===== config.mk =====
export PLATFORM = sky130hd
export DESIGN_NAME = vch_regs
export DESIGN_NICKNAME = d
export VERILOG_FILES = /design/src/vch_pkg.sv /design/src/vch_loader.sv /design/src/vch_regs.sv
export VERILOG_INCLUDE_DIRS = /design/src
export SDC_FILE = /design/constraint.sdc
export NUM_CORES = 1
export LEC_CHECK = 0
export BUFFER_PORTS_ARGS = -buffer_cell sky130_fd_sc_hd__buf_2
export CAP_MARGIN = 15
export CORE_ASPECT_RATIO = 0.8
export CORE_UTILIZATION = 30
export CTS_BUF_LIST = sky130_fd_sc_hd__clkbuf_4 sky130_fd_sc_hd__clkbuf_8
export DETAILED_ROUTE_END_ITERATION = 7
export RECOVER_POWER = 100
export SYNTH_ARGS = -nofsm -noshare
export SYNTH_HDL_FRONTEND = slang
export SYNTH_HIERARCHICAL = 1
export SYNTH_SLANG_ARGS = --single-unit
export TNS_END_PERCENT = 20

===== constraint.sdc =====
create_clock -name clock -period 1.8 [get_ports clock]
set_input_delay 0.09 -clock clock [delete_from_list [all_inputs] [get_ports clock]]
set_output_delay 0.09 -clock clock [all_outputs]
set_load 0.01 [all_outputs]

===== src/vch_cfg.svh =====
// offsets, field positions, reset values and timing counts for the vc slice
`ifndef VCH_CFG_SVH
`define VCH_CFG_SVH
`define VCH_OFF_HDR0      12'h11c
`define VCH_OFF_HDR1      12'h120
`define VCH_OFF_HDR2      12'h124
`define VCH_OFF_HDR3      12'h128
`define VCH_OFF_CAPHDR    12'h140
`define VCH_OFF_PCAP1     12'h144
`define VCH_OFF_PCAP2     12'h148
`define VCH_OFF_PCTRL     12'h14c
`define VCH_OFF_TBLWR     12'h180
`define VCH_OFF_AUTOLOAD  12'h184
`define VCH_CAP_ID        16'h0002
`define VCH_CAP_VER       4'h1
`define VCH_NEXT_PTR      12'h20c
`define VCH_REFCLK_100NS  2'h0
`define VCH_ENTRY_4BIT    2'h2
`define VCH_ARB_CAP_ON    8'h03
`define VCH_ARB_CAP_OFF   8'h00
`define VCH_TBL_OFF_ON    8'h03
`define VCH_TBL_OFF_OFF   8'h00
`define VCH_SEL_MAX       3'h1
`define VCH_LOAD_TIME_NS  200
`define VCH_CLK_NS        20
`define VCH_LOAD_CYC      ((`VCH_LOAD_TIME_NS + `VCH_CLK_NS - 1) / `VCH_CLK_NS)
`define VCH_TBL_STATUS_BIT 16
`endif


===== src/vch_pkg.sv =====
// types shared by the vc slice
package vch_pkg;
	typedef enum logic [1:0] {VCH_IDLE, VCH_LOADING} vch_load_e;
	typedef logic [31:0] vch_word_t;
endpackage


===== src/vch_loader.sv =====
// table load sequencer: busy for a fixed count after a load command
`timescale 1ns/1ps
`include "vch_cfg.svh"
module vch_loader (
	input  wire logic clock,   // core clock
	input  wire logic rst_n,   // async reset, active low
	input  wire logic start,   // load command pulse
	output logic      busy,    // load in progress
	output logic      done     // one-cycle pulse at load end
);
	vch_pkg::vch_load_e state_reg;
	logic [7:0]         cnt_reg;
	wire last = (cnt_reg == 8'(`VCH_LOAD_CYC - 1));

	// count through the load; a new start while busy is absorbed
	always_ff @(posedge clock or negedge rst_n) begin
		if (!rst_n) begin
			state_reg <= vch_pkg::VCH_IDLE;
			cnt_reg <= 8'h00;
			done <= 1'b0;
		end else begin
			done <= 1'b0;
			case (state_reg)
				vch_pkg::VCH_IDLE: begin
					cnt_reg <= 8'h00;
					if (start) state_reg <= vch_pkg::VCH_LOADING;
				end
				vch_pkg::VCH_LOADING: begin
					cnt_reg <= cnt_reg + 8'h01;
					if (last) begin
						state_reg <= vch_pkg::VCH_IDLE;
						done <= 1'b1;
					end
				end
				default: state_reg <= vch_pkg::VCH_IDLE;
			endcase
		end
	end
	assign busy = (state_reg == vch_pkg::VCH_LOADING);
endmodule


===== src/vch_regs.sv =====
// channel_capability_header, control and header log registers on apb
//
// Implementation choice: the APB slave port.
`timescale 1ns/1ps
`include "vch_cfg.svh"
module vch_regs (
	input  wire logic         clock,         // core clock 50 mhz
	input  wire logic         rst_n,         // ordinary reset, active low
	input  wire logic         por_n,         // power-on reset, active low
	input  wire logic         channel_extension_strap, // strap level
	input  wire logic         hdr_capture,   // capture header pulse
	input  wire logic [127:0] hdr_in,        // header, byte 0 in [31:24]
	input  wire logic         psel,          // apb select
	input  wire logic         penable,       // apb enable
	input  wire logic         pwrite,        // apb direction
	input  wire logic [11:0]  paddr,         // apb byte address
	input  wire logic [31:0]  pwdata,        // apb write data
	output logic [31:0]       prdata,        // apb read data
	output logic              pready,        // apb ready
	output logic              pslverr,       // apb error
	output logic              tbl_load_pulse, // apply table to arbiter
	output logic [2:0]        arb_select,    // active arbitration scheme
	output logic              tbl_loading    // load in progress
);
	logic [127:0] hdr_reg;
	logic [2:0]   ext_cnt_reg;
	logic [2:0]   lp_cnt_reg;
	logic [2:0]   sel_reg;
	logic         tbl_stat_reg;
	logic         strap_done_reg;
	logic         load_done;
	logic [31:0]  rdata_next;

	// decode on the access phase, except rd_setup on the setup phase
	wire acc     = psel & penable;
	wire wr      = acc & pwrite;
	wire rd      = acc & ~pwrite;
	wire rd_setup = psel & ~penable & ~pwrite;
	wire hit_c   = (paddr == `VCH_OFF_PCTRL);
	wire hit_t   = (paddr == `VCH_OFF_TBLWR);
	wire hit_a   = (paddr == `VCH_OFF_AUTOLOAD);
	wire mapped  = (paddr == `VCH_OFF_HDR0) | (paddr == `VCH_OFF_HDR1) |
		(paddr == `VCH_OFF_HDR2) | (paddr == `VCH_OFF_HDR3) |
		(paddr == `VCH_OFF_CAPHDR) | (paddr == `VCH_OFF_PCAP1) |
		(paddr == `VCH_OFF_PCAP2) | hit_c | hit_t | hit_a;
	wire ext0    = ext_cnt_reg[0];

	// read-only words, built combinationally from constants and state
	wire [31:0] cap_hdr = {`VCH_NEXT_PTR, `VCH_CAP_VER, `VCH_CAP_ID};
	wire [31:0] pcap1 = {20'h00000, `VCH_ENTRY_4BIT, `VCH_REFCLK_100NS,
		1'b0, lp_cnt_reg, 1'b0, ext_cnt_reg};
	wire [7:0] arb_cap = ext0 ? `VCH_ARB_CAP_ON : `VCH_ARB_CAP_OFF;
	wire [7:0] tbl_off = ext0 ? `VCH_TBL_OFF_ON : `VCH_TBL_OFF_OFF;
	wire [31:0] pcap2 = {tbl_off, 16'h0000, arb_cap};
	// load bit always reads zero; status in bit 16
	wire [31:0] pctrl = {15'h0000, tbl_stat_reg, 12'h000, sel_reg, 1'b0};
	// the capability is valid only with a low-priority group
	wire arb_cap_valid = (lp_cnt_reg != 3'h0);

	// fold illegal scheme codes to the default
	function automatic logic [2:0] legal_sel(input logic [2:0] v);
		legal_sel = (v > `VCH_SEL_MAX) ? 3'h0 : v;
	endfunction

	// header word n, first word at the lowest offset
	function automatic logic [31:0] hdr_word(input logic [127:0] h,
		input logic [1:0] n);
		hdr_word = h[32*n +: 32];
	endfunction

	// read mux; unmapped reads return zero
	always_comb begin
		case (paddr)
			`VCH_OFF_HDR0:   rdata_next = hdr_word(hdr_reg, 2'd0);
			`VCH_OFF_HDR1:   rdata_next = hdr_word(hdr_reg, 2'd1);
			`VCH_OFF_HDR2:   rdata_next = hdr_word(hdr_reg, 2'd2);
			`VCH_OFF_HDR3:   rdata_next = hdr_word(hdr_reg, 2'd3);
			`VCH_OFF_CAPHDR: rdata_next = cap_hdr;
			`VCH_OFF_PCAP1:  rdata_next = pcap1;
			`VCH_OFF_PCAP2:  rdata_next = pcap2;
			`VCH_OFF_PCTRL:  rdata_next = pctrl;
			`VCH_OFF_AUTOLOAD: rdata_next = {31'h0, arb_cap_valid};
			default:         rdata_next = 32'h00000000;
		endcase
	end

	// zero-wait slave; unmapped addresses flag an error
	assign pready  = 1'b1;
	assign pslverr = acc & ~mapped;

	// read data loaded in setup, so it stands through the zero-wait access
	always_ff @(posedge clock or negedge rst_n) begin
		if (!rst_n) prdata <= 32'h00000000;
		else if (rd_setup) prdata <= rdata_next;
	end

	// header log only follows the power-on reset
	always_ff @(posedge clock or negedge por_n) begin
		if (!por_n) hdr_reg <= 128'h0;
		else if (hdr_capture) hdr_reg <= hdr_in;
	end

	// strap caught in the first clocked cycle after release
	always_ff @(posedge clock or negedge rst_n) begin
		if (!rst_n) begin
			ext_cnt_reg <= 3'h0;
			lp_cnt_reg <= 3'h0;
			strap_done_reg <= 1'b0;
		end else if (!strap_done_reg) begin
			ext_cnt_reg <= {2'b00, channel_extension_strap};
			strap_done_reg <= 1'b1;
		end else if (wr && hit_a) begin
			// autoload path stands in for the serial-memory loader
			ext_cnt_reg <= pwdata[2:0];
			lp_cnt_reg <= pwdata[6:4];
		end
	end

	// control: scheme select, reserved bits dropped
	always_ff @(posedge clock or negedge rst_n) begin
		if (!rst_n) sel_reg <= 3'h0;
		else if (wr && hit_c) sel_reg <= legal_sel(pwdata[3:1]);
	end

	// load command is a pulse, never stored
	assign tbl_load_pulse = wr & hit_c & pwdata[0];
	assign arb_select = sel_reg;

	// status: table write sets, load end clears; set wins
	always_ff @(posedge clock or negedge rst_n) begin
		if (!rst_n) tbl_stat_reg <= 1'b0;
		else if (wr && hit_t) tbl_stat_reg <= 1'b1;
		else if (load_done) tbl_stat_reg <= 1'b0;
	end

	vch_loader u_loader (
		.clock (clock),
		.rst_n (rst_n),
		.start (tbl_load_pulse),
		.busy  (tbl_loading),
		.done  (load_done)
	);

	// assertions
	property p_capid;
		@(posedge clock) disable iff (!rst_n)
		rd && paddr == `VCH_OFF_CAPHDR |-> prdata == 32'h20c10002;
	endproperty
	a_capid: assert property (p_capid) else $error("cap header wrong");

	property p_ver;
		@(posedge clock) disable iff (!rst_n)
		rd && paddr == `VCH_OFF_CAPHDR |-> prdata[19:16] == 4'h1;
	endproperty
	a_ver: assert property (p_ver) else $error("version wrong");

	property p_next;
		@(posedge clock) disable iff (!rst_n)
		rd && paddr == `VCH_OFF_CAPHDR |-> prdata[31:20] == 12'h20c;
	endproperty
	a_next: assert property (p_next) else $error("next ptr wrong");

	property p_pcap2;
		@(posedge clock) disable iff (!rst_n)
		rd && paddr == `VCH_OFF_PCAP2 |->
			prdata == (ext_cnt_reg[0] ? 32'h03000003 : 32'h0);
	endproperty
	a_pcap2: assert property (p_pcap2) else $error("pcap2 wrong");

	property p_pcap1;
		@(posedge clock) disable iff (!rst_n)
		rd && paddr == `VCH_OFF_PCAP1 |->
			prdata[11:8] == 4'h8 && prdata[31:12] == 20'h0;
	endproperty
	a_pcap1: assert property (p_pcap1) else $error("pcap1 fixed wrong");

	property p_ctrl0;
		@(posedge clock) disable iff (!rst_n)
		rd && paddr == `VCH_OFF_PCTRL |-> prdata[0] == 1'b0;
	endproperty
	a_ctrl0: assert property (p_ctrl0) else $error("load bit read one");

	property p_sel;
		@(posedge clock) disable iff (!rst_n)
		wr && hit_c && pwdata[3:1] > 3'h1 |=> sel_reg == 3'h0;
	endproperty
	a_sel: assert property (p_sel) else $error("illegal select kept");

	property p_stat;
		@(posedge clock) disable iff (!rst_n)
		wr && hit_t |=> tbl_stat_reg;
	endproperty
	a_stat: assert property (p_stat) else $error("status not set");

	// busy run length, counted here since a long repetition is not unrolled
	logic [7:0] busy_run_reg;
	always_ff @(posedge clock or negedge rst_n) begin
		if (!rst_n) busy_run_reg <= 8'h00;
		else if (tbl_loading) busy_run_reg <= busy_run_reg + 8'h01;
		else busy_run_reg <= 8'h00;
	end

	// a load command starts the sequencer on the next edge
	property p_load_start;
		@(posedge clock) disable iff (!rst_n)
		tbl_load_pulse && !tbl_loading |=> tbl_loading;
	endproperty
	a_load_start: assert property (p_load_start)
		else $error("load did not start");

	// busy stands exactly the load count, never longer
	property p_load_len;
		@(posedge clock) disable iff (!rst_n)
		$fell(tbl_loading) |-> busy_run_reg == 8'(`VCH_LOAD_CYC);
	endproperty
	a_load_len: assert property (p_load_len)
		else $error("load length");

	property p_load_max;
		@(posedge clock) disable iff (!rst_n)
		(busy_run_reg <= 8'(`VCH_LOAD_CYC));
	endproperty
	a_load_max: assert property (p_load_max)
		else $error("load overran");

	// a finished load clears the status unless a table write meets it
	property p_stat_clr;
		@(posedge clock) disable iff (!rst_n)
		load_done && !(wr && hit_t) |=> !tbl_stat_reg;
	endproperty
	a_stat_clr: assert property (p_stat_clr)
		else $error("status not cleared");

	// rst_n in the antecedent keeps the release edge itself out
	property p_strap;
		@(posedge clock) disable iff (!rst_n)
		rst_n && !strap_done_reg |=>
			ext_cnt_reg == {2'b00, $past(channel_extension_strap)};
	endproperty
	a_strap: assert property (p_strap) else $error("strap not caught");

	// the header log ignores ordinary resets and changes only on capture
	property p_hdr_sticky;
		@(posedge clock) disable iff (!por_n)
		!hdr_capture |=> $stable(hdr_reg);
	endproperty
	a_hdr_sticky: assert property (p_hdr_sticky)
		else $error("header log changed");

	property p_hdr_load;
		@(posedge clock) disable iff (!por_n)
		hdr_capture |=> hdr_reg == $past(hdr_in);
	endproperty
	a_hdr_load: assert property (p_hdr_load)
		else $error("header not captured");

	// first word of the header at the lowest offset
	property p_hdr_first;
		@(posedge clock) disable iff (!rst_n)
		rd && paddr == `VCH_OFF_HDR0 |-> prdata == hdr_reg[31:0];
	endproperty
	a_hdr_first: assert property (p_hdr_first)
		else $error("header word order");

	// low-priority count comes out of reset at zero
	property p_lp_reset;
		@(posedge clock) disable iff (!rst_n)
		rst_n && !strap_done_reg |=> lp_cnt_reg == 3'h0;
	endproperty
	a_lp_reset: assert property (p_lp_reset)
		else $error("low-priority count not zero");

	// fixed fields, reserved bits and table offset of the capability words
	property p_refclk;
		@(posedge clock) disable iff (!rst_n)
		rd && paddr == `VCH_OFF_PCAP1 |-> prdata[9:8] == 2'h0;
	endproperty
	a_refclk: assert property (p_refclk)
		else $error("reference clock code");

	property p_pcap1_rsv;
		@(posedge clock) disable iff (!rst_n)
		rd && paddr == `VCH_OFF_PCAP1 |-> !prdata[3] && !prdata[7];
	endproperty
	a_pcap1_rsv: assert property (p_pcap1_rsv)
		else $error("pcap1 reserved bit set");

	property p_tbl_off;
		@(posedge clock) disable iff (!rst_n)
		rd && paddr == `VCH_OFF_PCAP2 |->
			prdata[31:24] == (ext_cnt_reg[0] ? 8'h03 : 8'h00);
	endproperty
	a_tbl_off: assert property (p_tbl_off)
		else $error("table offset wrong");

	// validity flag follows the low-priority group size
	property p_valid;
		@(posedge clock) disable iff (!rst_n)
		rd && paddr == `VCH_OFF_AUTOLOAD |->
			prdata[0] == (lp_cnt_reg != 3'h0);
	endproperty
	a_valid: assert property (p_valid)
		else $error("capability valid flag");

	property p_ctrl_rsv;
		@(posedge clock) disable iff (!rst_n)
		rd && paddr == `VCH_OFF_PCTRL |->
			prdata[15:4] == 12'h000 && prdata[31:17] == 15'h0000;
	endproperty
	a_ctrl_rsv: assert property (p_ctrl_rsv)
		else $error("control reserved bit set");

	// unmapped reads never leak stale data
	property p_unmapped;
		@(posedge clock) disable iff (!rst_n)
		rd && !mapped |-> prdata == 32'h00000000;
	endproperty
	a_unmapped: assert property (p_unmapped)
		else $error("unmapped read not zero");

	// legal scheme codes are kept as written
	property p_sel_keep;
		@(posedge clock) disable iff (!rst_n)
		wr && hit_c && (pwdata[3:1] <= 3'h1) |=>
			sel_reg == $past(pwdata[3:1]);
	endproperty
	a_sel_keep: assert property (p_sel_keep)
		else $error("legal select lost");

	c_load: cover property (@(posedge clock) disable iff (!rst_n) load_done);
	c_err: cover property (@(posedge clock) disable iff (!rst_n) pslverr);
	c_cap: cover property (@(posedge clock) disable iff (!rst_n)
		rd && paddr == `VCH_OFF_PCAP2 && ext_cnt_reg[0]);
	c_sel: cover property (@(posedge clock) disable iff (!rst_n)
		wr && hit_c && pwdata[3:1] > 3'h1);
	c_hdr: cover property (@(posedge clock) disable iff (!por_n) hdr_capture);
endmodule


==> results.cfg, run 1 <==
[floorplanning]
die_y_um = 149.3
die_x_um = 186.2
pin_count = 219
core_mm2 = 0.02646
start_util = 0.3077
rows = 53
die_area_mm2 = 0.02781

[status]
outcome = finished clean

[detailed_routing]
firstDrtPassIters = 4
drc = 0
drtIter0Drc = 281
ant_nets = 0
route.detailed.wl_per_inst_um = 17.82
drt-vias-per-instance = 4.781
totalWireLength_um = 24200
dr_total_vias = 6493

[synth]
synth_largest_area_cell = dfrtp_1
synth-compound-area-share = 0.08606
ys_ff_latch = 181
synth_top_area_frac = 0.5563
synth_top_family_by_area = multiplexers
synth_area_leaders = dfrtp_1 56%, mux2_2 19%, mux2i_1 3.3%
netlist_area_mm2 = 0.008142
syn_inst = 632
synth-simple-area-share = 0.09574
synthFlopType = dfrtp_1
synth_adder_area_share = 0.003074
async_flop_share = 1.000
ys_seq_area_frac = 0.5563
synth_edf_count = 0
muxShareOfSynthArea = 0.2296
synth_cell_type_count = 57
synth.avg_cell_area_um2 = 12.88
synth_xor_area_frac = 0.004303
yosys_warnings = 6

[power]
combPwrFrac = 0.161
vdd_drop_max_mv = 0.4918
p_clk_frac = 0.328
p_per_area_mw_per_mm2 = 793.2
p_leak_uw = 0.005059
swShare = 0.2821
power_frac_seq = 0.512
internal-power_uw = 6577
switching_power_uw = 2584

[job]
max_cap_viol_count = 0

[layout]
largest_reg_flops = 128
area_growth_pct = 41.85
fill_cells = 2509
utilization = 0.4365
drive_gt1_frac = 0.3834
final_nets = 1168
fin_cells = 1358

[worst_setup_path]
crit_buf_inv = 3
worstPathRequired_ns = 1.71
cp_slowest_cell = or4b_4
start_kind = input port
critPathKind = input port to primary output
path_cells = buf_2, or4b_4, buf_6, or3_4, nor3_2, nor4_1, buf_2
critPathTopFamily = simple AND/OR/NAND/NOR gates
critPathMostFrequentCell = buf_2
cpPeakStageDelay_ns = 0.54
critical_path_arrival_ns = 1.65
worst_setup_path_end_kind = primary output
cp_max_fo = 6

[global_routing]
grt.overflow.total = 0
grt_pass1_vias = 6653
grt_usage = 0.1814
grt_pass1_wl_um = 37470
antenna_found_initial = 1
grt_max_degree = 54

[sta]
finalSetupViolations = 0
max-slew-margin-rel = 0.2105
max_freq_ghz = 0.5740
post-route-period-util = 0.9679
skew_ns = 0.01367
fin_crit_ns = 1.742
timing.final.hold_violations = 0
maxSlewViolCount = 0
tightestPinTransition_ns = 1.184
rsz0062_at_grt = false

[placed_design]
hpwl_um = 16680
io_buffers = 192
dp_cells = 1182
globalplace.congestion = 0.8073

[clock_tree]
root_buffer = clkbuf_8
cts.reportedPaths.clkPinSlew_ns = 0.10
htree_levels = 4
cts.sinks = 181
clk_path_buf_depth = 2
clkLatencyLatePin_ns = 0.48
tritoncts = built
postCtsSetupRepairBufs = 0
cts-buffers-inserted = 17

[min_path]
min_path_type = input port to flop
-- worst register-to-register path, cell delays in order, from the launching register on --
cell,delay (ns)
dfrtp_1,0.43
inv_1,0.07
ha_1,0.14
nand4bb_1,0.11
nor4_1,0.36
nor2_1,0.10
-- layout by cell type, fill, tap and decap left out, types with 11 or more instances in the layout --
cell type | synthesis | layout
buf_2 | 9 | 154
clkbuf_1 | 29 | 39
o2bb2ai_1 | 21 | 21
dlygate4sd3_1 | 0 | 142
nand2_1 | 21 | 21
mux2_2 | 138 | 139
a221oi_1 | 23 | 23
a21oi_1 | 23 | 23
nor2_1 | 47 | 46
clkbuf_8 | 0 | 17
nand3_1 | 11 | 11
buf_4 | 2 | 31
dfrtp_1 | 181 | 181
mux2i_1 | 27 | 27
-- kinds of logic after synthesis --
kind of cell,after synthesis
AO/OA/AOI/OAI,94
XOR/XNOR,4
flip-flops,181
other,1
multiplexers,168
buffers and inverters,46
AND/OR/NAND/NOR,136
adder cells (fa/ha/maj),2
-- synthesized netlist by cell type, types with 2 or more instances --
cell type  instances
mux2i_1           27
buf_2              9
nor4b_1            2
nor3b_1            4
or3_1              2
o31ai_1            2
o21ai_0            2
nand2b_1           4
nand3_1           11
inv_1              3
nand4bb_1          2
nor2b_1            8
nor4bb_1           2
buf_4              2
nor2_1            47
mux2_2           138
and3_1             5
and2_1             4
nor3_1             4
a22oi_1            8
nor4_4             2
mux2_4             3
nor4b_2            2
ha_1               2
a21oi_1           23
buf_1              2
clkbuf_1          29
a221oi_1          23
xnor2_1            3
or2_2              2
or3b_2             2
dfrtp_1          181
nor4_1             2
o2bb2ai_1         21
or4b_1             2
a31oi_1            6
nand2_1           21
-- routing by layer --
metal / vias to the layer above / track usage / part of all wire
li1: 3037 / - / -
met1: 3247 / 0.2396 / 0.46
met2: 190 / 0.2890 / 0.46
met3: 19 / 0.05469 / 0.065
met4: 0 / 0.04508 / 0.011
met5: - / 0 / 0
-- final cells by class --
| type | count | area [um^2] | share of cell area |
|---|---|---|---|
| sequential | 181 | 4529 | 0.3922 |
| multi-input combinational | 406 | 3426 | 0.2966 |
| timing repair buffer | 377 | 2713 | 0.2349 |
| tap | 357 | 446.7 | 0.03868 |
| clock buffer | 17 | 234.0 | 0.02026 |
| clock inverter | 15 | 183.9 | 0.01593 |
| inverter | 3 | 11.26 | 0.0009751 |
| antenna | 2 | 5.005 | 0.0004334 |
-- metrics by stage --
stage | power [uW] | setup TNS [ns] | cell area, um^2 | hold WS (ns) | setup WS, ns
after floorplan | 5392 | 0 | 8145 | -0.2056 | 0.1181
after global placement | 6018 | -0.8978 | 9788 | 0.05584 | -0.09653
after detailed placement | 6051 | -1.396 | 9788 | 0.05742 | -0.1306
after CTS | 9323 | 0 | 11630 | 0.003522 | 0.02522
after global routing | 9631 | 0 | 11550 | 0.04564 | 0.004245
final | 9161 | 0 | 11550 | 0.06160 | 0.05786
-- worst paths after layout --
kind                                    endpoint  depth (start not counted)  slack (ns)                 from
setup / recovery                         pslverr                          7        0.06             paddr[9]
hold / removal                      tbl_stat_reg                          4        0.06                 psel
setup reg to reg           u_loader/state_reg[0]                          5        0.47  u_loader/cnt_reg[1]
hold reg to reg                     tbl_stat_reg                          1        0.44        u_loader/done
max in group asynchronous            hdr_reg[86]                          3        0.30                por_n
min in group asynchronous              prdata[0]                          2        0.34                rst_n
-- timing repair --
item                                   in CTS  in global routing
resized for setup                           2                  2
hold buffers                              142                  0
endpoints found under the hold margin     319                  0
gates cloned                                0                  0
setup endpoints to repair                   1                  1
-- power groups by stage --
stage	clock [uW]	sequential, uW	combinational (uW)
floorplan	0	4750	640
global placement	0	4750	1270
detailed placement	0	4760	1290
CTS	3110	4680	1530
global route	3270	4740	1620
finish	3000	4690	1470
(Power assumes the default switching activity.)
==> run 2: changes to the inputs <==
Settings changed: CTS_BUF_LIST sky130_fd_sc_hd__clkbuf_4 sky130_fd_sc_hd__clkbuf_8 to not set.
==> run 2 against run 1 <==
Sequential power hardly changed. Critical path depth is the same. Sequential cell count stayed put. Die area is the same. Power grew 10%. Core utilization increased by 0.52 points. Cell count decreased by 0.29%. Worst hold slack lost 0.020 ns. Register-to-register slack is essentially flat. Worst setup slack worse by 0.00063 ns. First-iteration DRC count up 1.1%. Design area grew 1.2%. Critical path type unchanged.
==> results.cfg, run 2 (same netlist as run 1, synthesis figures left out) <==
[status]
outcome = finished clean

[detailed_routing]
dr_total_vias = 6456
firstDrtPassIters = 4
drc = 0
drt-vias-per-instance = 4.768
drtIter0Drc = 284
ant_nets = 0
route.detailed.wl_per_inst_um = 18.00
totalWireLength_um = 24370

[worst_setup_path]
start_kind = input port
cp_max_fo = 6
path_cells = buf_2, or4b_4, buf_6, or3_4, nor3_2, nor4_1, buf_2
worst_setup_path_end_kind = primary output
cpPeakStageDelay_ns = 0.54
critPathKind = input port to primary output
r2r_setup_slack_ns = 0.48
rr_worst_depth = 3
crit_buf_inv = 3
timing.rr.start = ext_cnt_reg[0]
worstPathRequired_ns = 1.71
critPathMostFrequentCell = buf_2
cp_slowest_cell = or4b_4
critPathTopFamily = simple AND/OR/NAND/NOR gates
reg2reg_to = ext_cnt_reg[0]
critical_path_arrival_ns = 1.65

[power]
combPwrFrac = 0.146
switching_power_uw = 2695
internal-power_uw = 7389
p_clk_frac = 0.389
p_per_area_mw_per_mm2 = 862.8
total_power_uw = 10080
swShare = 0.2673
vdd_drop_max_mv = 0.6582
p_leak_uw = 0.005129
power_frac_seq = 0.465

[job]
max_cap_viol_count = 0

[sta]
rsz0062_at_grt = false
fin_ws_ns = 0.05724
timing.final.hold_violations = 0
finalSetupViolations = 0
max_freq_ghz = 0.5738
max-slew-margin-rel = 0.07553
maxSlewViolCount = 0
fin_crit_ns = 1.743
skew_ns = 0.009842
tightestPinTransition_ns = 1.387
post-route-period-util = 0.9682

[floorplanning]
start_util = 0.3077
core_mm2 = 0.02646
rows = 53
pin_count = 219
die_y_um = 149.3
die_area_mm2 = 0.02781
die_x_um = 186.2

[layout]
area_growth_pct = 43.55
layout_commonest_cell = dfrtp_1
final_cell_mix = 181 x dfrtp_1, 153 x buf_2, 139 x mux2_2, 139 x dlygate4sd3_1, 46 x nor2_1
drive_gt1_frac = 0.3855
fin_cells = 1354
final_nets = 1165
utilization = 0.4417
largest_reg_flops = 128

[min_path]
min_to = u_loader/state_reg[0]
holdPathStages = 4
min_path_type = input port to flop
min_from = pwdata[0]

[global_routing]
grt_pass1_vias = 6637
grt_usage = 0.1825
grt_max_degree = 54
antenna_found_initial = 1
grt.overflow.total = 0
grt_pass1_wl_um = 37580

[clock_tree]
tritoncts = built
htree_levels = 4
cts.reportedPaths.clkPinSlew_ns = 0.07
clkLatencyLatePin_ns = 0.45
clk_path_buf_depth = 2
cts.sinks = 181
root_buffer = clkbuf_16
cts-buffers-inserted = 17

[placed_design]
dp_cells = 1182
hpwl_um = 16680
globalplace.congestion = 0.8073
io_buffers = 192
dp_worst_setup_slack_ns = -0.1306
-- run 2: cell type report --
type	instances	area (um^2)
flip-flops and latches	181	4529
fillers	2492	14770
multi-input cells	406	3426
inverters	3	11.26
well taps	357	446.7
clock inverters	15	183.9
clock buffers	17	425.4
diodes	1	2.502
repair buffers	374	2663
-- run 2: per-layer routing --
layer	vias up	share of wire	track usage
met1	3212	0.46	0.2428
li1	3032	-	-
met5	-	0	0
met3	16	0.061	0.05469
met4	0	0.0099	0.04508
met2	196	0.47	0.2892
-- run 2: how the worst max path moves through the flow --
stage             start        endpoint  slack, ns  cells after the start
6_report       paddr[9]         pslverr       0.06                      7
2_1_floorplan  paddr[0]   lp_cnt_reg[0]       0.12                      5
5_1_grt        paddr[2]  tbl_load_pulse      0.004                      6
3_5_place_dp   paddr[9]      prdata[31]      -0.13                      7
4_1_cts        paddr[9]         pslverr       0.03                      7
3_3_place_gp   paddr[9]      prdata[17]       -0.1                      7
-- run 2: power by group through the flow --
stage | combinational (uW) | clock (uW) | sequential (uW)
2_1_floorplan | 640 | 0 | 4750
3_3_place_gp | 1270 | 0 | 4750
3_5_place_dp | 1290 | 0 | 4760
4_1_cts | 1530 | 4040 | 4690
5_1_grt | 1620 | 4210 | 4740
6_report | 1470 | 3920 | 4690
-- run 2: metrics by stage --
step	TNS, ns	instance area, um^2	hold WS [ns]
after global routing	0	11690	0.05050
after detailed placement	-1.396	9788	0.05742
after floorplan	0	8145	-0.2056
final	0	11690	0.04146
after global placement	-0.8978	9788	0.05584
after CTS	0	11800	0.007721
-- run 2: what timing repair did --
item                                   CTS  global route
hold buffers                           139             0
gates resized for setup                  2             2
buffers inserted                         0             0
setup endpoints to repair                1             1
pin swaps                                0             0
endpoints found under the hold margin  225             0
-- run 2: tightest hold or removal path: cells and delay by family --
family                 cells  cell delay, ns
buffers and inverters      1            0.08
and+or+nand+nor            3            0.28
==> run 3: changes to the inputs <==
Settings changed: SYNTH_HIERARCHICAL 1 to not set.
==> run 3 against run 2 <==
Core utilization up 1.2 points. Global-route usage is essentially flat. Sequential share of layout area is 0.53 points higher. Highest routed layer unchanged. Design area down 1.3%. Via count fell by 2.3%. Critical endpoint unchanged. Clock power fell by 9.2%. Worst hold slack improved by 0.057 ns.
==> results.cfg, run 3 <==
[global_routing]
grt_pass1_wl_um = 37120
grt_pass1_vias = 6653
grt_max_degree = 83
grt.overflow.total = 0
grt_usage = 0.1827
antenna_found_initial = 4

[detailed_routing]
drtIter0Drc = 318
route.detailed.wl_per_inst_um = 17.78
drt-vias-per-instance = 4.754
ant_nets = 0
totalWireLength_um = 23600
firstDrtPassIters = 5
drc = 0
dr_total_vias = 6309

[synth]
synthFlopType = dfrtp_1
syn_inst = 593
async_flop_share = 1.000
synth_edf_count = 0
netlist_area_mm2 = 0.007825
synth_most_common_cell = dfrtp_1
synth_common_cells = 181 x dfrtp_1, 131 x mux2_2, 44 x a22oi_1
ys_seq_area_frac = 0.5788
synth_top_area_frac = 0.5788
synth.avg_cell_area_um2 = 13.20
synth_area_leaders = dfrtp_1 58%, mux2_2 19%, a22oi_1 4.2%
synth_cell_type_count = 55
ys_ff_latch = 181
yosys_warnings = 0
synth_largest_area_cell = dfrtp_1

[sta]
rsz0062_at_grt = true
max_freq_ghz = 0.5589
tightestPinTransition_ns = 1.396
timing.final.hold_violations = 0
skew_ns = 0.01293
maxSlewViolCount = 0
tns_ns = 0
max-slew-margin-rel = 0.06902
fin_crit_ns = 1.789
finalSetupViolations = 0
post-route-period-util = 0.9940

[placed_design]
dp_cells = 1149
hpwl_um = 15770
globalplace.congestion = 0.8192
io_buffers = 192

[worst_setup_path]
critPathKind = input port to primary output
cp_max_fo = 7
worst_setup_path_end_kind = primary output
critical_path_arrival_ns = 1.70
start_kind = input port
worstPathRequired_ns = 1.71

[power]
vdd_drop_max_mv = 0.6531
p_per_area_mw_per_mm2 = 826.4
p_leak_uw = 0.004981
total_power_uw = 9530

[layout]
largest_reg_flops = 128
final_nets = 1141
drive_gt1_frac = 0.4115
layout_commonest_cell = dfrtp_1
fill_cells = 2338
area_growth_pct = 47.36
final_cell_mix = 181 x dfrtp_1, 156 x buf_2, 137 x dlygate4sd3_1
fin_cells = 1327

[clock_tree]
root_buffer = clkbuf_16
cts-buffers-inserted = 17
cts.sinks = 181
clkLatencyLatePin_ns = 0.44
htree_levels = 4
tritoncts = built
clk_path_buf_depth = 2
cts.reportedPaths.clkPinSlew_ns = 0.07

[floorplanning]
pin_count = 219
start_util = 0.3076
rows = 52
die_area_mm2 = 0.02674
die_y_um = 146.5
core_mm2 = 0.02544
die_x_um = 182.6

[job]
max_cap_viol_count = 0

[min_path]
min_path_type = input port to flop

[status]
outcome = finished clean
==> run 3: cell types whose count changed in the layout (fill, tap and decap cells not counted), sizes merged, moves of 6 or more <==
cell	delta
a21oi	-13
a221oi	-19
a22o	+14
a22oi	+36
a31oi	+16
buf	+20
clkbuf	-6
mux2	-7
mux2i	-25
nand2	-12
nor2	-11
nor2b	-6
o2bb2ai	-21
==> run 3: critical path, cell delays in order <==
cell and delay (ns):
buf_2 0.10, or4b_4 0.58, buf_6 0.17, or4b_4 0.53, nand3_2 0.07, nor2_1 0.04
buf_2 0.13
==> run 3: cell type report <==
cell class                 count  area (um^2)  share of cell area
antenna                        4        10.01           0.0008681
clock inverter                15        121.4             0.01053
multi-input combinational    369         3202              0.2777
inverter                       4        15.01            0.001302
timing repair buffer         386         2789              0.2419
clock buffer                  17        425.4             0.03689
tap                          351        439.2             0.03809
sequential                   181         4529              0.3928
==> run 3: final timing paths <==
kind	from	endpoint	slack (ns)	cells past startpoint
worst max register to register	hdr_reg[32]	prdata[0]	0.29	4
worst min register to register	u_loader.done	tbl_stat_reg	0.46	1
worst max-delay path	paddr[10]	pslverr	0.01	7
min in group asynchronous	por_n	hdr_reg[9]	0.30	2
worst min-delay path	psel	tbl_stat_reg	0.1	3
max in group asynchronous	por_n	hdr_reg[52]	0.31	3
==> run 3: metrics by stage <==
| step | area (um^2) | hold WS, ns | utilization | setup slack, ns |
|---|---|---|---|---|
| detailed placement | 9620 | 0.01220 | 0.3782 | -0.4071 |
| global placement | 9620 | 0.01629 | 0.3782 | -0.4039 |
| floorplan | 7833 | -0.2056 | - | -0.2355 |
| CTS | 11570 | 0.05893 | 0.4548 | 0.002994 |
| global route | 11530 | 0.08726 | 0.4533 | -0.04005 |
| finish | 11530 | 0.09799 | 0.4533 | 0.01075 |
==> run 3: metal layers <==
| metal | part of all wire | vias up | global-route usage |
|---|---|---|---|
| met5 | 0 | - | 0 |
| met4 | 0.012 | 0 | 0.05504 |
| met3 | 0.058 | 22 | 0.04440 |
| met2 | 0.46 | 175 | 0.2863 |
| met1 | 0.47 | 3155 | 0.2490 |
| li1 | - | 2957 | - |
==> run 3: report_power, final <==
part | leakage, uW | switching (uW) | total, uW | internal, uW
clock network | 0.000253 | 1760 | 3560 | 1800
logic | 0.00256 | 555 | 1290 | 737
registers | 0.00217 | 220 | 4680 | 4460
total | 0.00498 | 2540 | 9530 | 6990
==> run 3: what timing repair did <==
| item | CTS | global route |
|---|---|---|
| hold buffers | 137 | 0 |
| setup buffers | 2 | 3 |
| pin swaps | 4 | 1 |
| hold endpoints to repair | 316 | 0 |
| gates resized for setup | 4 | 3 |
| setup endpoints to repair | 1 | 2 |
==> run 3: cell families (layout without fill, tap and decap cells) <==
group / Yosys count / in the layout / synth area share
flip-flops: 181 / 181 / 0.5788
multiplexers: 136 / 136 / 0.1968
AO/OA/AOI/OAI: 114 / 114 / 0.1083
AND/OR/NAND/NOR: 107 / 107 / 0.08011
buffers and inverters: 44 / 422 / 0.02334
XOR/XNOR: 8 / 8 / 0.008955
adder cells (fa/ha/maj): 2 / 2 / 0.003197
other: 1 / 6 / 0.0004792
